### config.mk
export PLATFORM = sky130hd
export DESIGN_NAME = tmr_timer8
export DESIGN_NICKNAME = d
export VERILOG_FILES = /design/src/rtl/tmr_timer8.v
export VERILOG_INCLUDE_DIRS = /design/src /design/src/inc
export SDC_FILE = /design/constraint.sdc
export NUM_CORES = 1
export LEC_CHECK = 0
export BUFFER_PORTS_ARGS = -buffer_cell sky130_fd_sc_hd__buf_2
export CAP_MARGIN = 20
export CORE_MARGIN = 8
export CORE_UTILIZATION = 35
export DETAILED_ROUTE_END_ITERATION = 16
export PLACE_DENSITY = 0.63
export SETUP_SLACK_MARGIN = 0.2
export SLEW_MARGIN = 30
export SYNTH_ARGS = -nofsm -noshare
export SYNTH_HDL_FRONTEND = slang
export SYNTH_SLANG_ARGS = --single-unit
### constraint.sdc
create_clock -name sys_clk -period 6.3 [get_ports sys_clk]
set_clock_uncertainty 0.15 [all_clocks]
set_input_delay 1.26 -clock sys_clk [delete_from_list [all_inputs] [get_ports sys_clk]]
set_output_delay 1.26 -clock sys_clk [all_outputs]
set_load 0.02 [all_outputs]
### src/inc/tmr_consts.vh
// Register offsets, field positions, reset values and timing counts of the timer.
`ifndef TMR_CONSTS_VH
`define TMR_CONSTS_VH
`define TMR_OFS_CONTROL   12'h000
`define TMR_OFS_COUNTER   12'h004
`define TMR_OFS_COMPARE   12'h008
`define TMR_OFS_ASYNC     12'h00c
`define TMR_OFS_FLAGS     12'h010
`define TMR_CTL_FORCE     7
`define TMR_CTL_WGM0      6
`define TMR_CTL_COM_HI    5
`define TMR_CTL_COM_LO    4
`define TMR_CTL_WGM1      3
`define TMR_CTL_CS_HI     2
`define TMR_CTL_CS_LO     0
`define TMR_ST_ASEL       3
`define TMR_ST_CNT_BUSY   2
`define TMR_ST_CMP_BUSY   1
`define TMR_ST_CTL_BUSY   0
`define TMR_FL_MATCH      1
`define TMR_FL_VECTOR_ACK 0
`define TMR_RST_BYTE      8'h00
`define TMR_TOP_MAX       8'hff
`define TMR_MODE_NORMAL   2'h0
`define TMR_MODE_PCPWM    2'h1
`define TMR_MODE_CLEAR    2'h2
`define TMR_MODE_FAST     2'h3
`define TMR_ASYNC_EDGES   2'h2
`endif

### src/rtl/tmr_timer8.v
// Eight-bit timer with compare output, prescaler and asynchronous-clock holding registers.
//
// Overview of operation
// - Nonzero output mode routes compare onto pin.
// - Non-PWM: off, toggle, clear, set on match.
// - Fast PWM: clear/set on match, opposite at top.
// - Phase PWM: action by direction, reversed downward.
// - Match at top in PWM acts at top.
// - Clock select stops or divides source clock.
// - Counter writable; write blocks next match.
// - Compare register continuously compared with counter.
// - Select bit picks I/O clock or oscillator.
// - Counter write sets counter busy flag.
// - Compare write sets compare busy flag.
// - Control write sets control busy flag.
// - Counter reads live; control and compare read holding.
// - Held values land after two oscillator edges.
// - Mode field picks normal, phase, clear-on-match, fast.
// - Match sets flag; vector or one clears.
//
// Implementation choices: the register addresses and register access over APB.
`timescale 1ns/1ns
`include "tmr_consts.vh"
module tmr_timer8 (
  input  wire        sys_clk,
  input  wire        rst,
  input  wire        psel,
  input  wire        penable,
  input  wire        pwrite,
  input  wire [11:0] paddr,
  input  wire [31:0] pwdata,
  output reg  [31:0] prdata,
  output reg         pready,
  output reg         pslverr,
  input  wire        oscillator_input_pin,
  input  wire        match_vector_ack,
  output reg         compare_output_pin,
  output reg         compare_output_enable,
  output reg         compare_match_flag
);

  // Prescaler ratio for a clock select code.
  function [10:0] tmr_ratio;
    input [2:0] cs;
    begin
      case (cs)
        3'h2:    tmr_ratio = 11'h008;
        3'h3:    tmr_ratio = 11'h020;
        3'h4:    tmr_ratio = 11'h040;
        3'h5:    tmr_ratio = 11'h080;
        3'h6:    tmr_ratio = 11'h100;
        3'h7:    tmr_ratio = 11'h400;
        default: tmr_ratio = 11'h001;
      endcase
    end
  endfunction

  // True for the two PWM waveform modes.
  function tmr_is_pwm;
    input [1:0] wgm;
    begin
      tmr_is_pwm = (wgm == `TMR_MODE_PCPWM) || (wgm == `TMR_MODE_FAST);
    end
  endfunction

  // Output level after a non-PWM match for an output mode code.
  function tmr_action;
    input [1:0] mode;
    input       level;
    begin
      case (mode)
        2'h1:    tmr_action = ~level;
        2'h2:    tmr_action = 1'b0;
        2'h3:    tmr_action = 1'b1;
        default: tmr_action = level;
      endcase
    end
  endfunction

  // Two-stage synchroniser on the oscillator pin.
  reg osc_meta;
  reg osc_sync;
  reg osc_prev;
  always @(posedge sys_clk) begin
    osc_meta <= oscillator_input_pin;
    osc_sync <= osc_meta;
    osc_prev <= osc_sync;
  end
  wire osc_rise = osc_sync & ~osc_prev;

  // Registered state.
  reg  [7:0] timer_control;
  reg  [7:0] counter_value;
  reg  [7:0] compare_value;
  reg  [7:0] hold_control;
  reg  [7:0] hold_counter;
  reg  [7:0] hold_compare;
  reg        async_clock_select;
  reg        counter_update_busy;
  reg        compare_update_busy;
  reg        control_update_busy;
  reg  [1:0] cnt_edges;
  reg  [1:0] cmp_edges;
  reg  [1:0] ctl_edges;
  reg [10:0] prescale;
  reg        count_down;
  reg        block_match;
  reg        wave;
  reg  [7:0] compare_active;

  // Field decode of the live control register.
  wire [1:0] waveform_mode_select = {timer_control[`TMR_CTL_WGM1], timer_control[`TMR_CTL_WGM0]};
  wire [1:0] compare_output_mode  = timer_control[`TMR_CTL_COM_HI:`TMR_CTL_COM_LO];
  wire [2:0] count_clock_select   = timer_control[`TMR_CTL_CS_HI:`TMR_CTL_CS_LO];
  wire       is_pwm = tmr_is_pwm(waveform_mode_select);
  wire [7:0] top = (waveform_mode_select == `TMR_MODE_CLEAR) ? compare_value : `TMR_TOP_MAX;

  // source select: one source tick per sys_clk or per oscillator edge.
  wire src_tick = async_clock_select ? osc_rise : 1'b1;
  // clock select divides the source clock.
  wire [10:0] ratio = tmr_ratio(count_clock_select);
  wire tmr_tick = src_tick && (count_clock_select != 3'h0) && (prescale >= ratio - 11'h001);

  // APB decode.
  wire acc      = psel && penable;
  wire wr       = acc && pwrite;
  wire hit_ctl  = paddr == `TMR_OFS_CONTROL;
  wire hit_cnt  = paddr == `TMR_OFS_COUNTER;
  wire hit_cmp  = paddr == `TMR_OFS_COMPARE;
  wire hit_asy  = paddr == `TMR_OFS_ASYNC;
  wire hit_flg  = paddr == `TMR_OFS_FLAGS;
  wire mapped   = hit_ctl | hit_cnt | hit_cmp | hit_asy | hit_flg;
  wire wr_ctl   = wr && hit_ctl;
  wire wr_cnt   = wr && hit_cnt;
  wire wr_cmp   = wr && hit_cmp;

  // holding registers land after two oscillator edges in async mode.
  wire land_cnt = counter_update_busy && osc_rise && (cnt_edges == `TMR_ASYNC_EDGES - 2'h1);
  wire land_cmp = compare_update_busy && osc_rise && (cmp_edges == `TMR_ASYNC_EDGES - 2'h1);
  wire land_ctl = control_update_busy && osc_rise && (ctl_edges == `TMR_ASYNC_EDGES - 2'h1);

  // continuous equality of counter and compare.
  wire raw_match = (counter_value == compare_value);
  // a PWM match at top is ignored; the action moves to top.
  wire at_top_special = is_pwm && compare_output_mode[1] && (compare_value == top);
  wire match_ev = tmr_tick && raw_match && !block_match;
  // The force strobe acts with the mode bits of its own write, so software can pick
  // the action and force it at once; in the PWM modes the strobe does nothing.
  wire [1:0] force_wgm  = {pwdata[`TMR_CTL_WGM1], pwdata[`TMR_CTL_WGM0]};
  wire [1:0] force_mode = pwdata[`TMR_CTL_COM_HI:`TMR_CTL_COM_LO];
  wire       force_pwm  = tmr_is_pwm(force_wgm);
  wire       force_ev   = wr_ctl && pwdata[`TMR_CTL_FORCE] && !force_pwm;

  // Prescaler counter.
  always @(posedge sys_clk) begin
    if (rst || count_clock_select == 3'h0) begin
      prescale <= 11'h000;
    end else if (src_tick) begin
      prescale <= (prescale >= ratio - 11'h001) ? 11'h000 : prescale + 11'h001;
    end
  end

  // Busy flags, edge counters and holding-register transfers.
  always @(posedge sys_clk) begin
    if (rst) begin
      hold_control        <= `TMR_RST_BYTE;
      hold_counter        <= `TMR_RST_BYTE;
      hold_compare        <= `TMR_RST_BYTE;
      counter_update_busy <= 1'b0;
      compare_update_busy <= 1'b0;
      control_update_busy <= 1'b0;
      cnt_edges           <= 2'h0;
      cmp_edges           <= 2'h0;
      ctl_edges           <= 2'h0;
      async_clock_select  <= 1'b0;
    end else begin
      if (wr && hit_asy) begin
        async_clock_select <= pwdata[`TMR_ST_ASEL];
      end
      if (wr_cnt) begin
        hold_counter        <= pwdata[7:0];
        counter_update_busy <= async_clock_select;
        cnt_edges           <= 2'h0;
      end else if (land_cnt) begin
        counter_update_busy <= 1'b0;
      end else if (counter_update_busy && osc_rise) begin
        cnt_edges <= cnt_edges + 2'h1;
      end
      if (wr_cmp) begin
        hold_compare        <= pwdata[7:0];
        compare_update_busy <= async_clock_select;
        cmp_edges           <= 2'h0;
      end else if (land_cmp) begin
        compare_update_busy <= 1'b0;
      end else if (compare_update_busy && osc_rise) begin
        cmp_edges <= cmp_edges + 2'h1;
      end
      // control write raises control busy; force bit is never held.
      if (wr_ctl) begin
        hold_control        <= {1'b0, pwdata[6:0]};
        control_update_busy <= async_clock_select;
        ctl_edges           <= 2'h0;
      end else if (land_ctl) begin
        control_update_busy <= 1'b0;
      end else if (control_update_busy && osc_rise) begin
        ctl_edges <= ctl_edges + 2'h1;
      end
    end
  end

  // Destination registers, counter engine and match blocking.
  always @(posedge sys_clk) begin
    if (rst) begin
      timer_control <= `TMR_RST_BYTE;
      compare_value <= `TMR_RST_BYTE;
      counter_value <= `TMR_RST_BYTE;
      count_down    <= 1'b0;
      block_match   <= 1'b0;
    end else begin
      if ((wr_ctl && !async_clock_select) || land_ctl) begin
        timer_control <= wr_ctl ? {1'b0, pwdata[6:0]} : hold_control;
      end
      if ((wr_cmp && !async_clock_select) || land_cmp) begin
        compare_value <= wr_cmp ? pwdata[7:0] : hold_compare;
      end
      // a counter write blocks the match on the next timer tick.
      if ((wr_cnt && !async_clock_select) || land_cnt) begin
        counter_value <= wr_cnt ? pwdata[7:0] : hold_counter;
        block_match   <= 1'b1;
      end else if (tmr_tick) begin
        block_match <= 1'b0;
        if (waveform_mode_select == `TMR_MODE_PCPWM) begin
          if (!count_down && counter_value == `TMR_TOP_MAX) begin
            count_down    <= 1'b1;
            counter_value <= counter_value - 8'h01;
          end else if (count_down && counter_value == 8'h00) begin
            count_down    <= 1'b0;
            counter_value <= 8'h01;
          end else begin
            counter_value <= count_down ? counter_value - 8'h01 : counter_value + 8'h01;
          end
        end else begin
          count_down    <= 1'b0;
          counter_value <= (counter_value == top) ? 8'h00 : counter_value + 8'h01;
        end
      end
    end
  end

  // Waveform generator and pin drive.
  always @(posedge sys_clk) begin
    if (rst) begin
      wave                  <= 1'b0;
      compare_output_pin    <= 1'b0;
      compare_output_enable <= 1'b0;
      compare_active        <= `TMR_RST_BYTE;
    end else begin
      compare_active <= compare_value;
      // non-PWM actions; a forced match uses the mode bits written with it.
      if (force_ev) begin
        wave <= tmr_action(force_mode, wave);
      end else if (!is_pwm && match_ev) begin
        wave <= tmr_action(compare_output_mode, wave);
      // fast PWM: match and top give opposite levels.
      end else if (waveform_mode_select == `TMR_MODE_FAST && compare_output_mode[1] && tmr_tick) begin
        // the top action wins, so a match at top is ignored.
        if (counter_value == top) begin
          wave <= ~compare_output_mode[0];
        end else if (raw_match && !block_match) begin
          wave <= compare_output_mode[0];
        end
      // phase PWM: action depends on count direction.
      end else if (waveform_mode_select == `TMR_MODE_PCPWM && compare_output_mode[1] && tmr_tick) begin
        if (at_top_special && counter_value == top) begin
          wave <= ~compare_output_mode[0];
        end else if (raw_match && !block_match && !at_top_special) begin
          wave <= count_down ? ~compare_output_mode[0] : compare_output_mode[0];
        end
      end
      // any nonzero mode takes the pin over.
      compare_output_enable <= compare_output_mode != 2'h0;
      compare_output_pin    <= wave;
    end
  end

  // match flag: set wins over vector or write-one clear.
  always @(posedge sys_clk) begin
    if (rst) begin
      compare_match_flag <= 1'b0;
    end else if (match_ev) begin
      compare_match_flag <= 1'b1;
    end else if (match_vector_ack || (wr && hit_flg && pwdata[`TMR_FL_MATCH])) begin
      compare_match_flag <= 1'b0;
    end
  end

  // APB slave: no wait state; reads of counter live, control and compare holding.
  always @(posedge sys_clk) begin
    if (rst) begin
      pready  <= 1'b0;
      pslverr <= 1'b0;
      prdata  <= 32'h00000000;
    end else begin
      pready  <= psel && !penable;
      pslverr <= psel && !penable && !mapped;
      prdata  <= 32'h00000000;
      if (psel && !penable && !pwrite) begin
        // counter reads live; control and compare read holding.
        if (hit_cnt) prdata[7:0] <= counter_value;
        if (hit_cmp) prdata[7:0] <= hold_compare;
        if (hit_ctl) prdata[7:0] <= hold_control;
        if (hit_asy) prdata[3:0] <= {async_clock_select, counter_update_busy,
                                     compare_update_busy, control_update_busy};
        if (hit_flg) prdata[`TMR_FL_MATCH] <= compare_match_flag;
      end
    end
  end

endmodule

==> results of run 1 <==
## worst min path at each step
| stage | start | end | slack (ps) | cells after the start |
|---|---|---|---|---|
| floorplan | osc_meta | osc_sync | 160 | 0 |
| global placement | osc_meta | osc_sync | 160 | 0 |
| detailed placement | osc_meta | osc_sync | 170 | 0 |
| CTS | osc_meta | osc_sync | 180 | 0 |
| global route | osc_meta | osc_sync | 190 | 0 |
| finish | osc_meta | osc_sync | 180 | 0 |
## layer usage
layer	track usage [%]	up-vias
met5	0	-
met4	5.49	0
met3	3.62	20
met2	21.1	154
met1	17.3	1898
li1	-	1970
## state kept, by name, indices dropped and copies added (netlist names), 7 cells and up
| signal | cells |
|---|---|
| prdata | 8 |
| hold_control | 7 |
| hold_compare | 8 |
| hold_counter | 8 |
| counter_value | 8 |
| compare_value | 8 |
| prescale | 11 |
| timer_control | 7 |
## synthesized netlist by cell type, types with 7 or more instances
master,instances
sky130_fd_sc_hd__nand2_1,36
sky130_fd_sc_hd__ha_1,19
sky130_fd_sc_hd__clkbuf_1,22
sky130_fd_sc_hd__dfxtp_1,86
sky130_fd_sc_hd__nor3_1,14
sky130_fd_sc_hd__xnor2_1,10
sky130_fd_sc_hd__nand3_1,15
sky130_fd_sc_hd__xor2_1,7
sky130_fd_sc_hd__a211oi_1,19
sky130_fd_sc_hd__and3_1,8
sky130_fd_sc_hd__nor2_1,82
sky130_fd_sc_hd__buf_4,25
sky130_fd_sc_hd__mux2i_1,26
sky130_fd_sc_hd__o21ai_0,16
sky130_fd_sc_hd__a21oi_1,19
sky130_fd_sc_hd__nand4_1,11
sky130_fd_sc_hd__inv_1,21
## cell type report
cell class	instances	area (sq um)	share of cell area, %
timing repair buffer	42	218	4.19
sequential	86	1720	33.1
multi-input combinational	412	2650	51.0
clock inverter	6	68.8	1.32
inverter	21	78.8	1.52
tap	176	220	4.24
clock buffer	10	239	4.60
## report_power, final
| group | internal (mW) | switching (mW) | leakage [nW] |
|---|---|---|---|
| Combinational | 0.0106 | 0.0340 | 1.10 |
| Sequential | 0.545 | 0.000425 | 0.694 |
| Clock | 0.321 | 0.224 | 0.149 |
| Total | 0.876 | 0.258 | 1.94 |
## cells by family after synthesis
family          Yosys count  share of synthesized area [%]
mux                      30                           6.49
xor+xnor                 17                           3.17
fa+ha+maj                19                           5.05
simple gates            205                           21.6
flops                    86                           36.6
other cells               2                          0.160
buf+inv                  78                           8.83
compound gates          116                           18.1
## through the flow
step	setup WS [ps]	total power, mW	util (%)
detailed placement	1870	0.602	37.1
global placement	1930	0.601	37.1
finish	2190	1.13	39.4
CTS	2220	1.14	39.4
global route	2000	1.17	39.4
floorplan	2560	0.597	-
==> flow_summary.json, run 1 <==
{
  "status": "complete, no violations",
  "max-vdd-ir-drop_mv": 0.149,
  "leading_cell_type_in_the_layout_fill_and_taps_excluded": "sky130_fd_sc_hd__dfxtp_1",
  "clockBufferDepth": 2,
  "top_signal_layer_used": "met4",
  "cts-buffers-inserted": 9,
  "crit_fanout": 17,
  "netlist-cell-type-count": 72,
  "dieHeight_microns": 132,
  "cp_slowest_stage_delay_ps": 560,
  "timing.fmax_mhz": 244,
  "hold_path_class": "reg2reg",
  "row_count": 42,
  "cellLeakagePower_nw": 1.94,
  "cell_type_with_the_largest_total_area_after_synthesis": "sky130_fd_sc_hd__dfxtp_1",
  "data_arrival_time_of_the_critical_path_ps": 4210,
  "startpoint": "paddr[10]",
  "worst_setup_hold_path_clk_slew_ps": 60,
  "timing.final.setup_violations": 0,
  "initial_utilization_pct": 35.7,
  "worst-path-buf-inv": 1,
  "num_vias": 4042,
  "post-route-period-util_pct": 65.2,
  "avgViaCountPerCell": 5.37,
  "share_of_layout_cells_above_drive_strength_1_pct": 13.9,
  "met3WireLength_microns": 732,
  "ant_nets": 0,
  "hpwlAfterDp_microns": 8780,
  "drt-total-wl_microns": 11700,
  "fin_cells": 753,
  "die-area_sq_mm": 0.0174,
  "syn_area_sq_mm": 0.00470,
  "worst_r2r_endpoint": "wave",
  "drt_iter0_markers": 272,
  "track_usage_pct": 13.6,
  "postCtsResizedCells": 0,
  "ioPinCount": 88,
  "timing.final.hold_violations": 0,
  "synth-edff-count": 0,
  "path_depth": 9,
  "crit_path_cell_trace": "buf_2 > or4_4 > nor4_1 > and3_1 > and2b_2 > and2_2 > a32o_2 > nor2_1 > a211oi_1",
  "syn_to_final_growth_pct": 10.5,
  "fillers": 1321,
  "whs_ps": 179,
  "via_count_of_the_first_global_routing_pass": 3832,
  "crit_path_kind": "in2reg",
  "h_tree_level_count": 3,
  "worst-r2r-cell-count": 8,
  "worst_r2r_startpoint": "counter_value[5]",
  "yosysWarnings": 0,
  "cts_hold_buf": 0,
  "layout.cells.most_common_list": "sky130_fd_sc_hd__dfxtp_1 (86), sky130_fd_sc_hd__nor2_1 (82), sky130_fd_sc_hd__buf_2 (39)",
  "minimum_period_implied_by_the_final_worst_setup_slack_ps": 4110,
  "synth.ff_latch_count": 86,
  "wirelength_met1_microns": 5400,
  "avgRoutedWirePerCell_microns": 15.6,
  "dpl-instance-area_sq_mm": 0.00489,
  "synth_area_leaders": "sky130_fd_sc_hd__dfxtp_1 (37%), sky130_fd_sc_hd__nor2_1 (6.5%), sky130_fd_sc_hd__mux2i_1 (5.5%)",
  "core_area_sq_mm": 0.0132,
  "placed_cells": 737,
  "max_slew.worst_pin.slew_ps": 821,
  "crit_path_start_kind": "input pin",
  "r2r_slack_ps": 2960,
  "cpLargestDelayFamily": "simple AND/OR/NAND/NOR gates",
  "grt_first_pass_wirelength_microns": 19500,
  "yosys_most_used_dff": "sky130_fd_sc_hd__dfxtp_1",
  "setup_total_negative_slack_ps": 0,
  "buffer_ports.inserted": 39,
  "maxCapViolCount": 0,
  "grt_setup_unrepaired": "false",
  "ys_async_sr_fraction_pct": 0,
  "drcViolationCount": 0,
  "max-slew-margin-rel_pct": 45.3,
  "post_cts.repair.setup_buffers": 0,
  "finalInstanceArea_sq_mm": 0.00520,
  "antenna-diode-count": 0,
  "critPathSlowestCell": "sky130_fd_sc_hd__nor4_1",
  "worstSetupEndpoint": "compare_value[6]",
  "nets": 642,
  "initial_antenna_violation_count": 0,
  "clock_tree_from_tritoncts": "yes",
  "netlist_instances": 553,
  "syn-mean-instance-area_sq_um": 8.50,
  "synth_top_area_share_pct": 36.6,
  "floorplan.die.width_microns": 132,
  "global_route.overflow_total": 0,
  "insertion_delay_ps": 340,
  "grt_start_max_net_pins": 35,
  "clock_sinks": 86,
  "maxSlewViolCount": 0,
  "data_required_time_at_the_worst_endpoint_ps": 6410,
  "seq_area_frac_synth_pct": 36.6,
  "gp_congestion": 0.919,
  "met2_length_microns": 5370,
  "dr.pass1.iters": 5,
  "power_density_mw_per_mm2": 218,
  "end_kind": "flip-flop",
  "clock-root-buffer": "sky130_fd_sc_hd__clkbuf_16"
}
No activity file was read; power rests on OpenSTA's default activity.
==> inputs of run 2 (changes only) <==
- clock period: 6.3 -> 4 ns (I/O delays scaled with it)
==> run 2 against run 1 <==
Compared with the run above: sequential power grew 57%; via count grew 1.5%; die area is the same; sequential share of layout area shrank 0.33 points; power grew 58%; global-route usage grew 0.35 points; critical path depth grew 2; highest routed layer unchanged.
==> flow_summary.json, run 2 (same netlist as run 1, synthesis figures left out) <==
{
  "layout.cells.most_common_list": "sky130_fd_sc_hd__dfxtp_1 (86), sky130_fd_sc_hd__nor2_1 (82), sky130_fd_sc_hd__buf_2 (39)",
  "whs_ps": 177,
  "syn_to_final_growth_pct": 11.7,
  "timing.fmax_mhz": 296,
  "timing.final.setup_violations": 0,
  "cts-buffers-inserted": 9,
  "ioPinCount": 88,
  "end_kind": "flip-flop",
  "avgRoutedWirePerCell_microns": 16.0,
  "minimum_period_implied_by_the_final_worst_setup_slack_ps": 3370,
  "floorplan.die.width_microns": 132,
  "drt_iter0_markers": 288,
  "crit_fanout": 8,
  "nets": 649,
  "finalInstanceArea_sq_mm": 0.00525,
  "dpl-instance-area_sq_mm": 0.00494,
  "crit_path_kind": "reg2reg",
  "via_count_of_the_first_global_routing_pass": 4101,
  "worst_r2r_endpoint": "counter_value[7]",
  "worst_r2r_startpoint": "timer_control[1]",
  "data_required_time_at_the_worst_endpoint_ps": 4030,
  "hpwlAfterDp_microns": 9140,
  "grt_first_pass_wirelength_microns": 20100,
  "initial_antenna_violation_count": 0,
  "maxCapViolCount": 0,
  "track_usage_pct": 13.9,
  "core_area_sq_mm": 0.0132,
  "maxSlewViolCount": 0,
  "clock_tree_from_tritoncts": "yes",
  "grt_setup_unrepaired": "false",
  "worstSetupEndpoint": "counter_value[7]",
  "insertion_delay_ps": 330,
  "hold_path_class": "reg2reg",
  "max_slew.worst_pin.slew_ps": 759,
  "dr.pass1.iters": 7,
  "gp_congestion": 0.857,
  "comb_power_share_pct": 4.0,
  "ant_nets": 0,
  "clockBufferDepth": 2,
  "num_vias": 4104,
  "largest_register": "prescale",
  "share_clk_of_total_power_pct": 48.2,
  "start_point_of_the_worst_min_delay_path": "osc_meta",
  "postCtsResizedCells": 0,
  "max-slew-margin-rel_pct": 49.4,
  "switching_power_mw": 0.413,
  "timing.final.hold_violations": 0,
  "r2r_slack_ps": 630,
  "global_route.overflow_total": 0,
  "drcViolationCount": 0,
  "startpoint": "timer_control[1]",
  "cellLeakagePower_nw": 1.98,
  "post-route-period-util_pct": 84.3,
  "number_of_flip_flops_in_the_largest_register": 11,
  "worst-r2r-cell-count": 11,
  "leading_cell_type_in_the_layout_fill_and_taps_excluded": "sky130_fd_sc_hd__dfxtp_1",
  "initial_utilization_pct": 35.7,
  "avgViaCountPerCell": 5.40,
  "setup_total_negative_slack_ps": 0,
  "dieHeight_microns": 132,
  "worst_slack_ps": 627,
  "crit_path_start_kind": "flip-flop",
  "buffer_ports.inserted": 39,
  "antenna-diode-count": 0,
  "drt-total-wl_microns": 12200,
  "data_arrival_time_of_the_critical_path_ps": 3410,
  "power.share.switching_pct": 23.0,
  "grt_start_max_net_pins": 40,
  "die-area_sq_mm": 0.0174,
  "power.internal_mw": 1.38,
  "share_of_layout_cells_above_drive_strength_1_pct": 14.9,
  "h_tree_level_count": 3,
  "power_density_mw_per_mm2": 342,
  "clock_sinks": 86,
  "max-vdd-ir-drop_mv": 0.171,
  "clock-root-buffer": "sky130_fd_sc_hd__clkbuf_16",
  "worst_setup_hold_path_clk_slew_ps": 60,
  "post_cts.repair.setup_buffers": 0,
  "row_count": 42,
  "cts_hold_buf": 0,
  "status": "complete, no violations",
  "sequentialPowerShare_pct": 47.9,
  "dp_slack_ps": 437
}
-- run 2: metrics by stage --
step	total power, mW	util [%]	instances
final	1.79	39.8	760
after global routing	1.85	39.8	760
after CTS	1.81	39.8	760
after detailed placement	0.949	37.5	744
after global placement	0.948	37.5	744
after floorplan	0.940	-	576
-- run 2: power groups by stage --
stage	Sequential (mW)	Combinational (mW)	Clock, mW
floorplan	0.879	0.0602	0
global placement	0.878	0.0694	0
detailed placement	0.879	0.0702	0
CTS	0.859	0.0704	0.877
global route	0.859	0.0768	0.918
finish	0.859	0.0713	0.864
-- run 2: how the worst min path moves through the flow --
stage,end,slack [ps],depth (start not counted)
after floorplan,osc_sync,160,0
after global placement,osc_sync,160,0
after detailed placement,osc_sync,170,0
after CTS,osc_sync,180,0
after global routing,osc_sync,180,0
final,osc_sync,180,0
-- run 2: area by class of cell --
cell class | instances | area [sq um]
clock inverters | 6 | 68.8
well taps | 176 | 220
multi-input cells | 412 | 2650
flip-flops and latches | 86 | 1720
fillers | 1339 | 7940
repair buffers | 49 | 270
clock buffers | 10 | 239
inverters | 21 | 78.8
-- run 2: per-layer routing --
| layer | GRT usage, % | part of all wire (%) | vias to the layer above |
|---|---|---|---|
| met2 | 23.1 | 46 | 124 |
| met4 | 4.72 | 1.8 | 0 |
| met3 | 3.24 | 5.5 | 15 |
| met1 | 17.3 | 46 | 1967 |
| li1 | - | - | 1998 |
| met5 | 0 | 0 | - |
-- run 2: critical path, cell delays in order (launching register included) --
cell and delay [ps]:
sky130_fd_sc_hd__dfxtp_1 380, sky130_fd_sc_hd__or2_2 350, sky130_fd_sc_hd__inv_1 90, sky130_fd_sc_hd__ha_1 240
sky130_fd_sc_hd__a21o_1 180, sky130_fd_sc_hd__a31oi_1 180, sky130_fd_sc_hd__o31ai_1 140, sky130_fd_sc_hd__o21ai_0 580
sky130_fd_sc_hd__or4_1 220, sky130_fd_sc_hd__a21oi_1 60, sky130_fd_sc_hd__a2111oi_0 530, sky130_fd_sc_hd__a211oi_1 90
